<file path="src/rtl/uart_regs.vh">
// Register offsets, field positions and reset values of the serial port.
// Assumes a 4-bit word-index address on the plain register port.
`ifndef UART_REGS_VH
`define UART_REGS_VH
`define A_BAUD 4'h0
`define A_CTRL 4'h1
`define A_STAT 4'h2
`define A_DATA 4'h3
`define BAUD_RST 13'h0000
`define CTRL_RST 10'h000
`define C_SBK 0
`define C_RXEN 1
`define C_TXEN 2
`define C_RIE 3
`define C_TX_DONE_IRQ_EN 4
`define C_TIE 5
`define C_ODS 6
`define C_NINE 7
`define C_PEN 8
`define C_PODD 9
`define S_PF 0
`define S_FF 1
`define S_NF 2
`define S_OVR 3
`define S_RBF 4
`define S_TDN 5
`define S_TBE 6
`define SAMPLES_PER_BIT 4'hF
`define MID_A 4'h7
`define MID_B 4'h8
`define MID_C 4'h9
`define START_ONES 2'h3
`endif

</file>
<file path="src/rtl/line_sync.v">
// Three-stage synchroniser for the serial input pin.
// Assumes the pin is asynchronous to CLK; output is a filtered level.
`timescale 1ns/1ps
module line_sync (
   input wire clk, // System clock
   input wire rst_n, // Async reset, active low
   input wire d, // Raw pin
   output reg lvl // Settled level
);
   reg s1_q;
   reg s2_q;
   reg s3_q;

   // Level changes only once stages two and three agree
   always @(posedge clk or negedge rst_n) begin
      if (!rst_n) begin
         s1_q <= 1'b1;
         s2_q <= 1'b1;
         s3_q <= 1'b1;
         lvl <= 1'b1;
      end else begin
         s1_q <= d;
         s2_q <= s1_q;
         s3_q <= s2_q;
         if (s2_q == s3_q) begin
            lvl <= s3_q;
         end
      end
   end
endmodule

</file>
<file path="src/rtl/rate_gen.v">
// Modulus rate generator giving a sample tick at sixteen times the bit rate.
// Assumes the divisor is static while the port is running.
`timescale 1ns/1ps
module rate_gen #(
   parameter DW = 13 // Divisor width
) (
   input wire clk, // System clock
   input wire rst_n, // Async reset, active low
   input wire [DW-1:0] div, // Bit rate divisor
   output reg tick // One-cycle sample tick
);
   reg [DW:0] cnt_q;
   wire [DW:0] top = {div, 1'b0} - {{DW{1'b0}}, 1'b1};

   // tick every 2*div clocks, i.e. 16x bit rate
   always @(posedge clk or negedge rst_n) begin
      if (!rst_n) begin
         cnt_q <= {(DW+1){1'b0}};
         tick <= 1'b0;
      end else if (div == {DW{1'b0}}) begin
         cnt_q <= {(DW+1){1'b0}};
         tick <= 1'b0;
      end else if (cnt_q >= top) begin
         cnt_q <= {(DW+1){1'b0}};
         tick <= 1'b1;
      end else begin
         cnt_q <= cnt_q + {{DW{1'b0}}, 1'b1};
         tick <= 1'b0;
      end
   end
endmodule

</file>
<file path="src/rtl/async_serial_port.v">
// Asynchronous serial transmitter and receiver with its register file.
// Assumes a single-cycle register port; read data valid the next cycle.
`timescale 1ns/1ps
`include "uart_regs.vh"
module async_serial_port (
   input wire CLK, // System clock, 125 MHz
   input wire RST_N, // Async reset, active low
   input wire [3:0] ADDR, // Register index
   input wire [15:0] WDATA, // Write data
   input wire WR, // Write strobe
   input wire RD, // Read strobe
   output reg [15:0] RDATA, // Read data, cycle after RD
   input wire RXD, // Serial input pin
   output reg TXD_O, // Serial output level
   output reg TXD_OE_N, // Low while driving the pin
   output reg TX_ACTIVE, // High while transmitter owns the pin
   output reg IRQ // Interrupt request level
);
   localparam K_DATA = 2'd0;
   localparam K_IDLE = 2'd1;
   localparam K_BRK = 2'd2;
   localparam K_MARK = 2'd3;
   localparam R_IDLE = 2'd0;
   localparam R_START = 2'd1;
   localparam R_BITS = 2'd2;
   localparam R_STOP = 2'd3;

   reg [12:0] baud_q;
   reg [9:0] ctrl_q;
   wire stick;
   wire rxl;

   wire send_break = ctrl_q[`C_SBK];
   wire rx_en = ctrl_q[`C_RXEN];
   wire tx_en = ctrl_q[`C_TXEN];
   wire nine = ctrl_q[`C_NINE];
   wire pen = ctrl_q[`C_PEN];
   wire podd = ctrl_q[`C_PODD];

   rate_gen #(.DW(13)) u_rate (
      .clk(CLK),
      .rst_n(RST_N),
      .div(baud_q),
      .tick(stick)
   );

   line_sync u_sync (
      .clk(CLK),
      .rst_n(RST_N),
      .d(RXD),
      .lvl(rxl)
   );

   // Status flags and clear arming
   reg tbe_q;
   reg tdn_q;
   reg rbf_q;
   reg ovr_q;
   reg nf_q;
   reg ff_q;
   reg pf_q;
   reg [6:0] arm_q;
   wire [6:0] stat = {tbe_q, tdn_q, rbf_q, ovr_q, nf_q, ff_q, pf_q};

   wire wr_baud = WR && (ADDR == `A_BAUD);
   wire wr_ctrl = WR && (ADDR == `A_CTRL);
   wire wr_stat = WR && (ADDR == `A_STAT);
   wire wr_data = WR && (ADDR == `A_DATA);
   wire rd_stat = RD && (ADDR == `A_STAT);
   wire rd_data = RD && (ADDR == `A_DATA);

   // Transmitter state
   reg [8:0] hold_q;
   reg [10:0] tsh_q;
   reg [3:0] tcnt_q;
   reg [3:0] tph_q;
   reg tbusy_q;
   reg [1:0] kind_q;
   reg brk_last_q;
   reg pre_q;
   reg txen_d1_q;

   wire btick = stick && (tph_q == `SAMPLES_PER_BIT);
   wire fend = btick && (!tbusy_q || tcnt_q == 4'h1);

   // parity over character bits, inverted for odd
   // msb of the character carries parity
   wire par7 = ^hold_q[6:0] ^ podd;
   wire par8 = ^hold_q[7:0] ^ podd;
   wire [8:0] tchr = !pen ? hold_q :
                     nine ? {par8, hold_q[7:0]} : {1'b0, par7, hold_q[6:0]};
   // frame of 10 or 11 bits by nine_bit_sel
   wire [10:0] tfrm = nine ? {1'b1, tchr, 1'b0} :
                      {2'b11, tchr[7:0], 1'b0};
   wire [3:0] tlen = nine ? 4'hB : 4'hA;

   // Frame selection when the shifter frees up
   reg nx_go;
   reg [1:0] nx_kind;
   reg nx_load;
   reg nx_done;
   always @* begin
      nx_go = 1'b0;
      nx_kind = K_DATA;
      nx_load = 1'b0;
      nx_done = 1'b0;
      if (fend) begin
         if (!tx_en) begin
            nx_done = tbusy_q;
         end else if (send_break) begin
            nx_go = 1'b1;
            nx_kind = K_BRK;
         end else if (brk_last_q) begin
            nx_go = 1'b1;
            nx_kind = K_MARK;
            nx_done = 1'b1;
         end else if (pre_q) begin
            nx_go = 1'b1;
            nx_kind = K_IDLE;
         end else if (!tbe_q) begin
            nx_go = 1'b1;
            nx_load = 1'b1;
            nx_done = tbusy_q && (kind_q == K_IDLE);
         end else begin
            nx_done = tbusy_q;
         end
      end
   end

   // Transmit shifter, bit phase and frame bookkeeping
   always @(posedge CLK or negedge RST_N) begin
      if (!RST_N) begin
         tsh_q <= 11'h7FF;
         tcnt_q <= 4'h0;
         tph_q <= 4'h0;
         tbusy_q <= 1'b0;
         kind_q <= K_DATA;
         brk_last_q <= 1'b0;
         pre_q <= 1'b0;
         txen_d1_q <= 1'b0;
      end else begin
         txen_d1_q <= tx_en;
         if (stick) begin
            tph_q <= tph_q + 4'h1;
         end
         if (tx_en && !txen_d1_q) begin
            pre_q <= 1'b1;
         end else if (nx_go && nx_kind == K_IDLE) begin
            pre_q <= 1'b0;
         end
         if (fend) begin
            tbusy_q <= nx_go;
            kind_q <= nx_kind;
            brk_last_q <= nx_go && (nx_kind == K_BRK);
            if (!nx_go) begin
               tsh_q <= 11'h7FF;
               tcnt_q <= 4'h0;
            end else if (nx_kind == K_BRK) begin
               tsh_q <= 11'h000;
               tcnt_q <= tlen;
            end else if (nx_kind == K_DATA) begin
               tsh_q <= tfrm;
               tcnt_q <= tlen;
            end else begin
               tsh_q <= 11'h7FF;
               tcnt_q <= (nx_kind == K_MARK) ? 4'h1 : tlen;
            end
         end else if (btick) begin
            tsh_q <= {1'b1, tsh_q[10:1]};
            tcnt_q <= tcnt_q - 4'h1;
         end
      end
   end

   // Receiver state
   reg [1:0] rst_q;
   reg [3:0] rph_q;
   reg [1:0] ones_q;
   reg [3:0] rcnt_q;
   reg [8:0] rsh_q;
   reg [2:0] smp_q;
   reg rprev_q;
   reg rnoise_q;
   reg [8:0] rdr_q;

   wire [2:0] smp_n = {smp_q[1:0], rxl};
   wire maj = (smp_n[0] & smp_n[1]) | (smp_n[1] & smp_n[2]) |
              (smp_n[0] & smp_n[2]);
   wire disagree = !(&smp_n) && (|smp_n);
   wire decide = stick && (rph_q == `MID_C);
   wire [8:0] rchr = nine ? rsh_q : {1'b0, rsh_q[8:1]};
   wire rpf = pen && ((^rchr) != podd);
   wire rdone = decide && (rst_q == R_STOP);
   wire rx_fault = rdone && !maj;
   wire rx_noise = rnoise_q || (decide && disagree);
   wire rx_ovr = rdone && rbf_q;
   wire rx_move = rdone && !rbf_q;

   // Receive bit processor on the sample tick
   always @(posedge CLK or negedge RST_N) begin
      if (!RST_N) begin
         rst_q <= R_IDLE;
         rph_q <= 4'h0;
         ones_q <= 2'h0;
         rcnt_q <= 4'h0;
         rsh_q <= 9'h000;
         smp_q <= 3'h7;
         rprev_q <= 1'b1;
         rnoise_q <= 1'b0;
      end else if (!rx_en) begin
         rst_q <= R_IDLE;
         ones_q <= 2'h0;
         rprev_q <= 1'b1;
      end else if (stick) begin
         rprev_q <= rxl;
         smp_q <= smp_n;
         case (rst_q)
            R_IDLE: begin
               if (rxl) begin
                  if (ones_q != `START_ONES) begin
                     ones_q <= ones_q + 2'h1;
                  end
               end else if (ones_q == `START_ONES) begin
                  rst_q <= R_START;
                  rph_q <= 4'h1;
                  rnoise_q <= 1'b0;
               end else begin
                  ones_q <= 2'h0;
               end
            end
            R_START: begin
               rph_q <= rph_q + 4'h1;
               if (decide) begin
                  rnoise_q <= disagree;
                  if (maj) begin
                     rst_q <= R_IDLE;
                     ones_q <= 2'h0;
                  end else begin
                     rst_q <= R_BITS;
                     rcnt_q <= nine ? 4'h9 : 4'h8;
                  end
               end
            end
            R_BITS: begin
               if (rxl != rprev_q) begin
                  rph_q <= 4'h1;
               end else begin
                  rph_q <= rph_q + 4'h1;
               end
               if (decide) begin
                  rnoise_q <= rx_noise;
                  rsh_q <= {maj, rsh_q[8:1]};
                  rcnt_q <= rcnt_q - 4'h1;
                  if (rcnt_q == 4'h1) begin
                     rst_q <= R_STOP;
                  end
               end
            end
            default: begin
               rph_q <= rph_q + 4'h1;
               if (decide) begin
                  rst_q <= R_IDLE;
                  ones_q <= maj ? 2'h1 : 2'h0;
               end
            end
         endcase
      end
   end

   // Registers, flags and the clear sequence
   always @(posedge CLK or negedge RST_N) begin
      if (!RST_N) begin
         baud_q <= `BAUD_RST;
         ctrl_q <= `CTRL_RST;
         hold_q <= 9'h000;
         rdr_q <= 9'h000;
         tbe_q <= 1'b1;
         tdn_q <= 1'b1;
         rbf_q <= 1'b0;
         ovr_q <= 1'b0;
         nf_q <= 1'b0;
         ff_q <= 1'b0;
         pf_q <= 1'b0;
         arm_q <= 7'h00;
      end else begin
         if (wr_baud) begin
            baud_q <= WDATA[12:0];
         end
         if (wr_ctrl) begin
            ctrl_q <= WDATA[9:0];
         end
         if (wr_data) begin
            hold_q <= WDATA[8:0];
         end
         if (rd_stat) begin
            arm_q <= stat;
         end else if (rd_data) begin
            arm_q <= arm_q & 7'h60;
         end else if (wr_data) begin
            arm_q <= arm_q & 7'h1F;
         end
         // set on transfer wins over clear
         if (nx_load || (!tx_en && !tbusy_q)) begin
            tbe_q <= 1'b1;
         end else if (wr_stat || (wr_data && arm_q[`S_TBE])) begin
            tbe_q <= 1'b0;
         end
         // set at shift end, armed clear
         if (nx_done) begin
            tdn_q <= 1'b1;
         end else if (wr_data && arm_q[`S_TDN]) begin
            tdn_q <= 1'b0;
         end
         if (rx_move) begin
            rdr_q <= rchr;
            rbf_q <= 1'b1;
         end else if (rd_data && arm_q[`S_RBF]) begin
            rbf_q <= 1'b0;
         end
         if (rx_ovr) begin
            ovr_q <= 1'b1;
         end else if (rd_data && arm_q[`S_OVR]) begin
            ovr_q <= 1'b0;
         end
         if (rx_move && rx_noise) begin
            nf_q <= 1'b1;
         end else if (rd_data && arm_q[`S_NF]) begin
            nf_q <= 1'b0;
         end
         if (rx_move && rx_fault) begin
            ff_q <= 1'b1;
         end else if (rd_data && arm_q[`S_FF]) begin
            ff_q <= 1'b0;
         end
         if (rx_move && rpf) begin
            pf_q <= 1'b1;
         end else if (rd_data && arm_q[`S_PF]) begin
            pf_q <= 1'b0;
         end
      end
   end

   // Read data and registered pin and interrupt outputs
   always @(posedge CLK or negedge RST_N) begin
      if (!RST_N) begin
         RDATA <= 16'h0000;
         TXD_O <= 1'b1;
         TXD_OE_N <= 1'b1;
         TX_ACTIVE <= 1'b0;
         IRQ <= 1'b0;
      end else begin
         if (RD && ADDR == `A_BAUD) begin
            RDATA <= {3'b000, baud_q};
         end else if (RD && ADDR == `A_CTRL) begin
            RDATA <= {6'h00, ctrl_q};
         end else if (rd_stat) begin
            RDATA <= {9'h000, stat};
         end else if (rd_data) begin
            RDATA <= {7'h00, rdr_q};
         end else begin
            RDATA <= 16'h0000;
         end
         TX_ACTIVE <= tx_en || tbusy_q;
         TXD_O <= tsh_q[0];
         TXD_OE_N <= !((tx_en || tbusy_q) &&
                       (!ctrl_q[`C_ODS] || !tsh_q[0]));
         IRQ <= (tbe_q && ctrl_q[`C_TIE]) ||
                (tdn_q && ctrl_q[`C_TX_DONE_IRQ_EN]) ||
                (rbf_q && ctrl_q[`C_RIE]);
      end
   end
endmodule

</file>
<file path="config.mk">
export PLATFORM = sky130hd
export DESIGN_NAME = async_serial_port
export DESIGN_NICKNAME = d
export VERILOG_FILES = /design/src/rtl/line_sync.v /design/src/rtl/rate_gen.v /design/src/rtl/async_serial_port.v
export VERILOG_INCLUDE_DIRS = /design/src /design/src/rtl
export SDC_FILE = /design/constraint.sdc
export NUM_CORES = 1
export LEC_CHECK = 0
export BUFFER_PORTS_ARGS = -buffer_cell sky130_fd_sc_hd__buf_2
export CAP_MARGIN = 15
export CELL_PAD_IN_SITES_DETAIL_PLACEMENT = 1
export CELL_PAD_IN_SITES_GLOBAL_PLACEMENT = 1
export CORE_MARGIN = 8
export CORE_UTILIZATION = 50
export DETAILED_ROUTE_END_ITERATION = 8
export PLACE_DENSITY_LB_ADDON = 0.3
export SYNTH_ARGS = -nofsm -noshare
export SYNTH_HDL_FRONTEND = slang
export SYNTH_HIERARCHICAL = 1
export SYNTH_SLANG_ARGS = --single-unit
</file>
<file path="constraint.sdc">
create_clock -name CLK -period 6.44 [get_ports CLK]
set_input_delay 0.966 -clock CLK [delete_from_list [all_inputs] [get_ports CLK]]
set_output_delay 0.966 -clock CLK [all_outputs]
set_load 0.005 [all_outputs]
</file>
# Word-level counts from Yosys, hierarchy flattened

Cells that the tools add are included.

Add/sub/neg operators: 7
Order comparisons: 1
Eq/ne operators: 36
Multiplexer cells: 101
Bitwise logic cells: 7
Reductions and logical operators: 84

Operators by type and width:

| cell                                                                 | count |
|---|---|
| 4-bit two-way mux                                                    | 12 |
| 1-bit two-way mux                                                    | 45 |
| 9-bit two-way mux                                                    | 5 |
| 11-bit two-way mux                                                   | 4 |
| 2-bit two-way mux                                                    | 21 |
| 1-bit logical AND                                                    | 37 |
| 10-bit two-way mux                                                   | 3 |
| 14-bit two-way mux                                                   | 2 |
| 2-bit nonzero test                                                   | 12 |
| 7-bit two-way mux                                                    | 3 |
| 7-bit AND reduction                                                  | 3 |
| 3-bit inequality test, second input constant                         | 6 |
| 2-bit inequality test, second input constant                         | 8 |
| 4-bit one-hot mux with 2 select lines                                | 2 |
| 14-bit by 1-bit adder with 14-bit output, second input constant      | 1 |
| 14-bit greater-or-equal comparator                                   | 1 |
| 14-bit by 1-bit subtractor with 14-bit output, second input constant | 1 |
| 13-bit zero test                                                     | 1 |
| 13-bit two-way mux                                                   | 1 |
| 4-bit by 1-bit == test with 1-bit output, second input constant      | 3 |
| 2-bit one-hot mux with 3 select lines                                | 2 |
| 2-bit == test, second input constant                                 | 5 |
| 1-bit zero test                                                      | 9 |
| 9-bit XOR reduction                                                  | 1 |
| other kinds (27)                                                     | 48 |

Register bits: 144
Output and inout port bits: 20

# Logic depth before layout (Yosys ltp)

Gate-level depths: netlist of the first run.

Depth after elaboration: 11
Mapped depth: 12
Depth with buffers taken out: 11

# Modules after synthesis

The synthesis of the first run kept the hierarchy.

Modules (own cells, without submodules):

| module            | instances | cells an instance | area an instance (sq um) | sequential area each (sq um) |
|---|---|---|---|---|
| async_serial_port | 1         | 511               | 5873.1                   | 3075.4 |
| rate_gen          | 1         | 133               | 1191.1                   | 375.4 |
| line_sync         | 1         | 5                 | 116.4                    | 105.1 |

# Least setup slack after synthesis of the first run

Ideal clock, no wire load.

Path kind: register to register
From: register baud_q[2]
To: register u_rate.cnt_q[1]
Setup time: 120 ps
Arrival: 2434 ps
Path slack: 3886 ps
Stages on the path, launching flop included: 12
Clock period less this slack: 2554 ps
Path through: dfrtp_1 nor4_4 nand2_1 or3_4 nor4_4 xnor2_1 ha_1 nand4_1 nor3_1 o21ai_0 and3b_1 and3_1

Word-level cells in the longest chain between the ends: 4
Elaborated cells between the ends (all ways): 5

Ends and longest elaborated chain:

| element                                       | RTL line                | text |
|---|---|---|
| from (decl)                                   | async_serial_port.v:28  | `reg [12:0] baud_q;` |
| from (signal assigned)                        | async_serial_port.v:273 | `` baud_q <= `BAUD_RST; `` |
| from (signal assigned)                        | async_serial_port.v:287 | `baud_q <= WDATA[12:0];` |
| 14-bit by 1-bit subtractor with 14-bit output | rate_gen.v:13           | `wire [DW:0] top = {div, 1'b0} - {{DW{1'b0}}, 1'b1};` |
| 14-bit greater-or-equal comparator            | rate_gen.v:23           | `end else if (cnt_q >= top) begin` |
| 14-bit two-way mux                            | rate_gen.v:23           |  |
| 14-bit two-way mux (*)                        | rate_gen.v:20           | `end else if (div == {DW{1'b0}}) begin` |
| to (signal assigned)                          | rate_gen.v:21           | `cnt_q <= {(DW+1){1'b0}};` |
| to (signal assigned)                          | rate_gen.v:24           | `cnt_q <= {(DW+1){1'b0}};` |
| to (signal assigned)                          | rate_gen.v:27           | `cnt_q <= cnt_q + {{DW{1'b0}}, 1'b1};` |
| to (decl)                                     | rate_gen.v:12           | `reg [DW:0] cnt_q;` |

Every way passes the cells marked *; elsewhere a longest branch is shown, timed or not.
A chain may end at the register's enable or synchronous reset.

# Worst setup path after layout of the first run

From: register baud_q[2]
To: register u_rate.tick

Word-level cells in the longest chain between the ends: 4
Elaborated cells between the ends (all ways): 5

Ends and longest elaborated chain:

| element                                       | RTL line      | text |
|---|---|---|
| 14-bit by 1-bit subtractor with 14-bit output | rate_gen.v:13 |  |
| 14-bit greater-or-equal comparator            | rate_gen.v:23 |  |
| 1-bit two-way mux                             | rate_gen.v:23 |  |
| 1-bit two-way mux (*)                         | rate_gen.v:20 |  |
| to (signal assigned)                          | rate_gen.v:19 | `tick <= 1'b0;` |
| to (signal assigned)                          | rate_gen.v:22 | `tick <= 1'b0;` |
| to (signal assigned)                          | rate_gen.v:25 | `tick <= 1'b1;` |
| to (decl)                                     | rate_gen.v:10 | `output reg tick` |

Marks and branches as above.

==> out/metrics.cfg, run 1 <==
[synth]
async_flop_share = 1.00
ys_seq_area_frac = 0.495
synth_ff_type = dfrtp_1
syn_avg_cell_area_um2 = 11.1
yosys.area_share.simple = 0.158
ys_warn_count = 6
yosys.area.top_type = dfrtp_1
yosysUniqueCellTypes = 68
synth-seq-cells = 141
synthTopCellsByCount = 119 x dfrtp_1, 73 x nand2_1, 47 x nor2_1
synth_area_leaders = dfrtp_1 41%, dfstp_2 8.1%, mux2_2 5.8%
synth-xor-area-share = 0.0558
synthMuxAreaShare = 0.114
synth_top_family_by_area = simple AND/OR/NAND/NOR gates
synth_edf_count = 0
syn_inst = 649
syn_area_um2 = 7180
synth.most_common_cell = dfrtp_1
synth_fa_ha_area_frac = 0.0502
synth_top_area_frac = 0.415
synth_compound_area_frac = 0.0948

[clock_network]
cts_root_buf = clkbuf_16
postCtsSetupRepairBufs = 0
cts_hold_buf = 0
cts_tree = yes
insertion_delay_ps = 430
htreeDepth = 4
cts_buffer_depth = 2
cts_resized = 0
cts.sinks = 141
numCtsBuffers = 17
cts.clk_slew.worst_paths_ps = 60

[sta]
worst_pin_slew_ps = 914
fmax_mhz = 330
relSlewSlack = 0.391
rsz0062_at_grt = no
fin_hold_ws_ps = 356
hold_viol = 0
fin_ws_ps = 3410
clock-skew-final_ps = 6.92
setup_viol = 0
fin_crit_sh = 0.470
slew_viol_final = 0
min_period_ps = 3030
finalSetupTns_ps = 0

[finish]
regArea_um2 = 3560
multi_input_area_um2 = 3410
num_antenna_cells = 0
nFillCells = 1527
drive_gt1_frac = 0.234
num-nets-final = 739
syn2layout_area_growth_pct = 12.6

[setup_path]
endpoint_kind = flop
cp.required_ps = 6760
path_max_fanout = 6
crit_type = reg2reg
arrival_ps = 3340
startpoint_type = flop

[power]
p_per_area_nw_per_um2 = 312
p_int_w = 0.00174
p_leak_nw = 3.67
clockPowerShare = 0.369
p_seq_frac = 0.453
max-vdd-ir-drop_v = 0.000197
p_comb_frac = 0.178
switchingPower_w = 0.000782
switching_share = 0.310

[routing]
drtIter0Drc = 215
viasPerCell = 5.69
ant_nets = 0
wl_um = 17200
routedWlPerCell_um = 19.4
vias = 5033
firstDrtPassIters = 4
drc = 0

[floorplan]
pin_count = 45
initial_core_util = 0.504
die_h_um = 136
core_um2 = 14300
rows = 44
die_w_um = 136
die_area_um2 = 18500

[global_routing]
grt_pass1_vias = 5450
grt-ovfl-total = 0
grt_start_max_net_pins = 75
grt_pass1_wl_um = 28800
antenna_found_initial = 0
track_usage = 0.199

[min_path]
hp-class = reg2reg

[run_status]
status = complete, no violations

[place]
dp_slack_ps = 3310
gp_congestion = 0.810
port_buffers = 38
hpwl_um = 12100

[run]
cap_violations = 0

-- area by class of cell --
type,count,area share
Sequential cell,141,0.440
Tap cell,184,0.0285
Inverter,25,0.0116
Clock inverter,13,0.0133
Multi-Input combinational cell,459,0.422
Clock buffer,19,0.0560
Timing Repair Buffer,43,0.0291
-- metrics by stage --
step | cells | util | total power (W) | area [um^2]
final | 884 | 0.567 | 0.00252 | 8090
after floorplan | 651 | - | 0.00144 | 7190
after detailed placement | 850 | 0.527 | 0.00160 | 7510
after CTS | 882 | 0.566 | 0.00255 | 8070
after global placement | 850 | 0.527 | 0.00155 | 7510
after global routing | 884 | 0.567 | 0.00264 | 8090
-- flip-flops by register name (all words and copies together), names as in the netlist, 2 cells and up --
name / cells
rsh_q: 9
rph_q: 4
smp_q: 2
tph_q: 4
ones_q: 2
arm_q: 7
rst_q: 2
u_rate/cnt_q: 14
RDATA: 13
rcnt_q: 4
ctrl_q: 10
tsh_q: 11
baud_q: 13
tcnt_q: 4
rdr_q: 9
kind_q: 2
hold_q: 9
-- power groups by stage --
stage	sequential [W]	combinational, W	clock (W)
detailed placement	0.00116	0.000443	0
CTS	0.00114	0.000454	0.000952
floorplan	0.00109	0.000349	0
finish	0.00114	0.000450	0.000931
global placement	0.00115	0.000410	0
global route	0.00116	0.000497	0.000987
-- routing by layer --
layer,vias up,track usage,routed length [um],part of all wire
met3,17,0.0410,526,0.031
li1,2366,-,-,-
met5,-,0,0,0
met1,2593,0.254,7590,0.44
met4,0,0.0709,258,0.015
met2,57,0.330,8790,0.51
-- final timing paths --
kind,start,end,slack (ps),cells past startpoint
min,u_sync/s1_q$_DFF_PN1_,u_sync/s2_q$_DFF_PN1_,360,0
max reg2reg,baud_q[2]$_DFFE_PN0P_,u_rate/tick$_DFF_PN0_,3410,11
max in group asynchronous,RST_N,baud_q[11]$_DFFE_PN0P_,4520,2
min in group asynchronous,RST_N,tcnt_q[3]$_DFFE_PN0P_,550,1
max,baud_q[2]$_DFFE_PN0P_,u_rate/tick$_DFF_PN0_,3410,11
min reg2reg,u_sync/s1_q$_DFF_PN1_,u_sync/s2_q$_DFF_PN1_,360,0
-- cells by family (layout without fill, tap and decap cells) --
kind of cell	Yosys count	in the layout
AOI/OAI and AO/OA	101	101
adders and majority gates	29	29
buffers and inverters	51	100
DFF	141	141
other	1	3
and+or+nand+nor	215	215
muxes	67	67
xor gates and xnor gates	44	44
-- cells in the final DEF (no fill, tap or decap), types with 12 or more instances in the layout --
cell,count
dfrtp_1,119
nand2_1,73
nor2_1,47
buf_2,38
mux2_2,37
xnor2_1,31
ha_1,27
a21oi_1,26
o21ai_0,24
inv_1,23
dfstp_2,22
clkbuf_16,17
nand3_1,14
nand2b_1,14
mux2i_1,13
xor2_1,12
-- worst max-delay path, cell delays in order, from the launching register on --
cell and delay (ps):
dfrtp_1 480, nor4_4 350, nand2_1 110, or3_4 370
nor4_4 170, xnor2_1 110, ha_1 300, nand4_1 110
nor3_1 230, o21ai_0 190, and3b_1 250, a21oi_1 230
Note: power is estimated with default switching activity, not from simulation.
==> run 2: changes to the inputs <==
--- a/config.mk
+++ b/config.mk
@@ -6,12 +6,13 @@
 export SDC_FILE = /design/constraint.sdc
 export NUM_CORES = 1
 export LEC_CHECK = 0
+export ABC_AREA = 1
 export BUFFER_PORTS_ARGS = -buffer_cell sky130_fd_sc_hd__buf_2
 export CAP_MARGIN = 15
 export CELL_PAD_IN_SITES_DETAIL_PLACEMENT = 1
 export CELL_PAD_IN_SITES_GLOBAL_PLACEMENT = 1
 export CORE_MARGIN = 8
-export CORE_UTILIZATION = 50
+export CORE_UTILIZATION = 46
 export DETAILED_ROUTE_END_ITERATION = 8
 export PLACE_DENSITY_LB_ADDON = 0.3
 export SYNTH_ARGS = -nofsm -noshare
==> constraint.sdc (replaced) <==
create_clock -name CLK -period 3.1 [get_ports CLK]
set_input_delay 0.465 -clock CLK [delete_from_list [all_inputs] [get_ports CLK]]
set_output_delay 0.465 -clock CLK [all_outputs]
set_load 0.005 [all_outputs]
==> out/metrics.cfg, run 2 <==
[finish]
regMostFlops = u_rate/cnt_q
drive_gt1_frac = 0.145  ; -0.0895
final_cells = 1197  ; +35%
nFillCells = 1962  ; +28%
mostFrequentLayoutCells = 261 x nand2_1, 127 x inv_1, 119 x dfrtp_1, 84 x o21ai_0, 64 x nor2_1
largest_register_ffs = 14  ; unchanged
final_cell_area_um2 = 8540  ; +5.5%
num_antenna_cells = 0  ; unchanged
num-nets-final = 1020  ; +38%
final_common_cell = nand2_1
syn2layout_area_growth_pct = 14.3
top_regs = u_rate/cnt_q (14), RDATA (13), baud_q (13)

[synth]
synth-seq-cells = 141  ; unchanged
synth_ff_type = dfrtp_1
yosys.area.top_type = dfrtp_1
yosysUniqueCellTypes = 45  ; -34%
syn_area_um2 = 7470  ; +4.0%
syn_avg_cell_area_um2 = 8.12  ; -27%
ys_warn_count = 6  ; unchanged
synth_edf_count = 0  ; unchanged
synth.most_common_cell = nand2_1
async_flop_share = 1.00  ; unchanged
ys_seq_area_frac = 0.476  ; -0.0190
synth_area_leaders = dfrtp_1 40%, nand2_1 13%, dfstp_2 7.7%
synth_top_area_frac = 0.399  ; -0.0159
synthTopCellsByCount = 261 x nand2_1, 127 x inv_1, 119 x dfrtp_1
syn_inst = 920  ; +42%

[power]
p_per_area_nw_per_um2 = 678  ; +120%
p_int_w = 0.00388  ; +120%
switchingPower_w = 0.00191  ; +140%
clockPowerShare = 0.373  ; +0.004
switching_share = 0.330  ; +0.0196
p_comb_frac = 0.223  ; +0.045
total_power_w = 0.00579  ; +130%
p_leak_nw = 4.27  ; +17%
p_seq_frac = 0.403  ; -0.050
max-vdd-ir-drop_v = 0.000451  ; +130%

[setup_path]
startpoint_type = flop
critPathBufInv = 1  ; +1
worst-r2r-cell-count = 14  ; +3
reg2reg_from = baud_q[0]$_DFFE_PN0P_
cp_slowest_cell = dfrtp_1
cp.required_ps = 3440  ; -3320 ps
slowest_delay_ps = 450  ; -30 ps
path_depth = 14  ; +3
endpoint_kind = flop
path_max_fanout = 14  ; +8
path_cells = inv_1, ha_1, nand3_2, nor2_4, nand2_1, xor2_1, ha_1, nand2_1, nand2_1, nand3_1, nand2_1, a21oi_1, nand3_4, nor2_1
arrival_ps = 3070  ; -270 ps
critPathLaunch = baud_q[0]$_DFFE_PN0P_
crit_type = reg2reg
crit_family = simple AND/OR/NAND/NOR gates
cp_common_cell = nand2_1

[clock_network]
cts.sinks = 141  ; unchanged
cts_tree = yes
cts_buffer_depth = 2  ; unchanged
htreeDepth = 4  ; unchanged
cts_root_buf = clkbuf_16
numCtsBuffers = 17  ; unchanged
cts.clk_slew.worst_paths_ps = 60  ; about the same
insertion_delay_ps = 430  ; about the same

[floorplan]
pin_count = 45  ; unchanged
rows = 46  ; +4.5%
die_h_um = 143  ; +5.6%
initial_core_util = 0.470  ; -0.0335
core_um2 = 15900  ; +11%
die_w_um = 143  ; +5.6%
die_area_um2 = 20600  ; +11%

[global_routing]
grt_pass1_wl_um = 33900  ; +18%
track_usage = 0.211  ; +0.0111
grt_start_max_net_pins = 59  ; -21%
antenna_found_initial = 0  ; unchanged
grt_pass1_vias = 6745  ; +24%
grt-ovfl-total = 0  ; unchanged

[sta]
slew_viol_final = 0  ; unchanged
fin_crit_sh = 0.881  ; +0.411
min_period_ps = 2730  ; -294 ps
finalSetupTns_ps = 0  ; unchanged
hold_viol = 1  ; +1
relSlewSlack = 0.534  ; +0.143
fin_hold_ws_ps = -1.46  ; -357 ps
rsz0062_at_grt = no
worst_pin_slew_ps = 698  ; -216 ps
fmax_mhz = 366  ; +11%
setup_viol = 0  ; unchanged
clock-skew-final_ps = 7.47  ; +0.549 ps

[place]
hpwl_um = 14100  ; +16%
port_buffers = 38  ; unchanged
placed_cell_area_um2 = 7910  ; +5.3%
gp_congestion = 0.827  ; +2.1%
dp.cells = 1165  ; +37%

[run_status]
violations = negative hold slack
status = finished, violations left

[min_path]
hp-class = in2async

[routing]
drtIter0Drc = 321  ; +49%
firstDrtPassIters = 4  ; unchanged
drc = 0  ; unchanged
wl_um = 19900  ; +16%
ant_nets = 0  ; unchanged
viasPerCell = 5.15  ; -9.5%
routedWlPerCell_um = 16.6  ; -15%
vias = 6170  ; +23%

[run]
cap_violations = 0  ; unchanged

-- run 2: worst register-to-register path, delay by kind of cell, from the launching register on --
family	cells	cell delay, ps
AO/OA/AOI/OAI	1	270
flip-flops	1	450
AND/OR/NAND/NOR	9	1080
adder cells (fa/ha/maj)	2	560
buffers and inverters	1	130
XOR/XNOR	1	160
-- run 2: routing by layer --
layer  vias up  track usage  wire length (um)
li1       3022            -                 -
met1      3037        0.269              9070
met2        82        0.353              9760
met3        29       0.0328               645
met4         0       0.0802               402
met5         -            0                 0
-- run 2: final timing paths --
kind / endpoint / slack, ps
worst min-delay path: rsh_q[1]$_DFFE_PN0P_ / -1
min in group CLK: u_sync/s1_q$_DFF_PN1_ / 130
worst max-delay path: u_rate/cnt_q[0]$_DFF_PN0_ / 370
worst max register to register: u_rate/cnt_q[0]$_DFF_PN0_ / 370
max in group asynchronous: tbe_q$_DFFE_PN1P_ / 2340
worst min register to register: u_sync/s2_q$_DFF_PN1_ / 360
-- run 2: repair_timing --
action	4_1_cts	5_1_grt
setup endpoints to repair	0	1
buffers inserted	0	0
hold buffers	0	0
gates resized for setup	0	1
-- run 2: cell families (layout without fill, tap and decap cells) --
kind of cell             after synthesis  after routing  synth area share
AO/OA/AOI/OAI                        147            147             0.107
XOR/XNOR                              26             26            0.0305
adder cells (fa/ha/maj)               27             27            0.0452
buffers and inverters                157            216            0.0851
flip-flops                           141            141             0.476
other                                  1              3          0.000502
AND/OR/NAND/NOR                      421            421             0.255
-- run 2: power by group through the flow --
| stage | clock [W] | combinational [W] | sequential [W] |
|---|---|---|---|
| 6_report | 0.00216 | 0.00129 | 0.00234 |
| 5_1_grt | 0.00227 | 0.00150 | 0.00237 |
| 4_1_cts | 0.00220 | 0.00130 | 0.00234 |
| 3_5_place_dp | 0 | 0.00126 | 0.00236 |
| 3_3_place_gp | 0 | 0.00119 | 0.00235 |
| 2_1_floorplan | 0 | 0.000943 | 0.00227 |
-- run 2: layout make-up --
class	count	area [um^2]	area share
multi-input cells	624	3290	0.386
flip-flops and latches	141	3560	0.417
clock buffers	18	429	0.0503
well taps	216	270	0.0317
clock inverters	14	193	0.0226
repair buffers	48	272	0.0318
inverters	136	526	0.0616
-- run 2: through the flow --
step	util	setup slack (ps)
global route	0.537	63.3
CTS	0.537	318
floorplan	-	857
global placement	0.498	527
finish	0.537	368
detailed placement	0.498	404
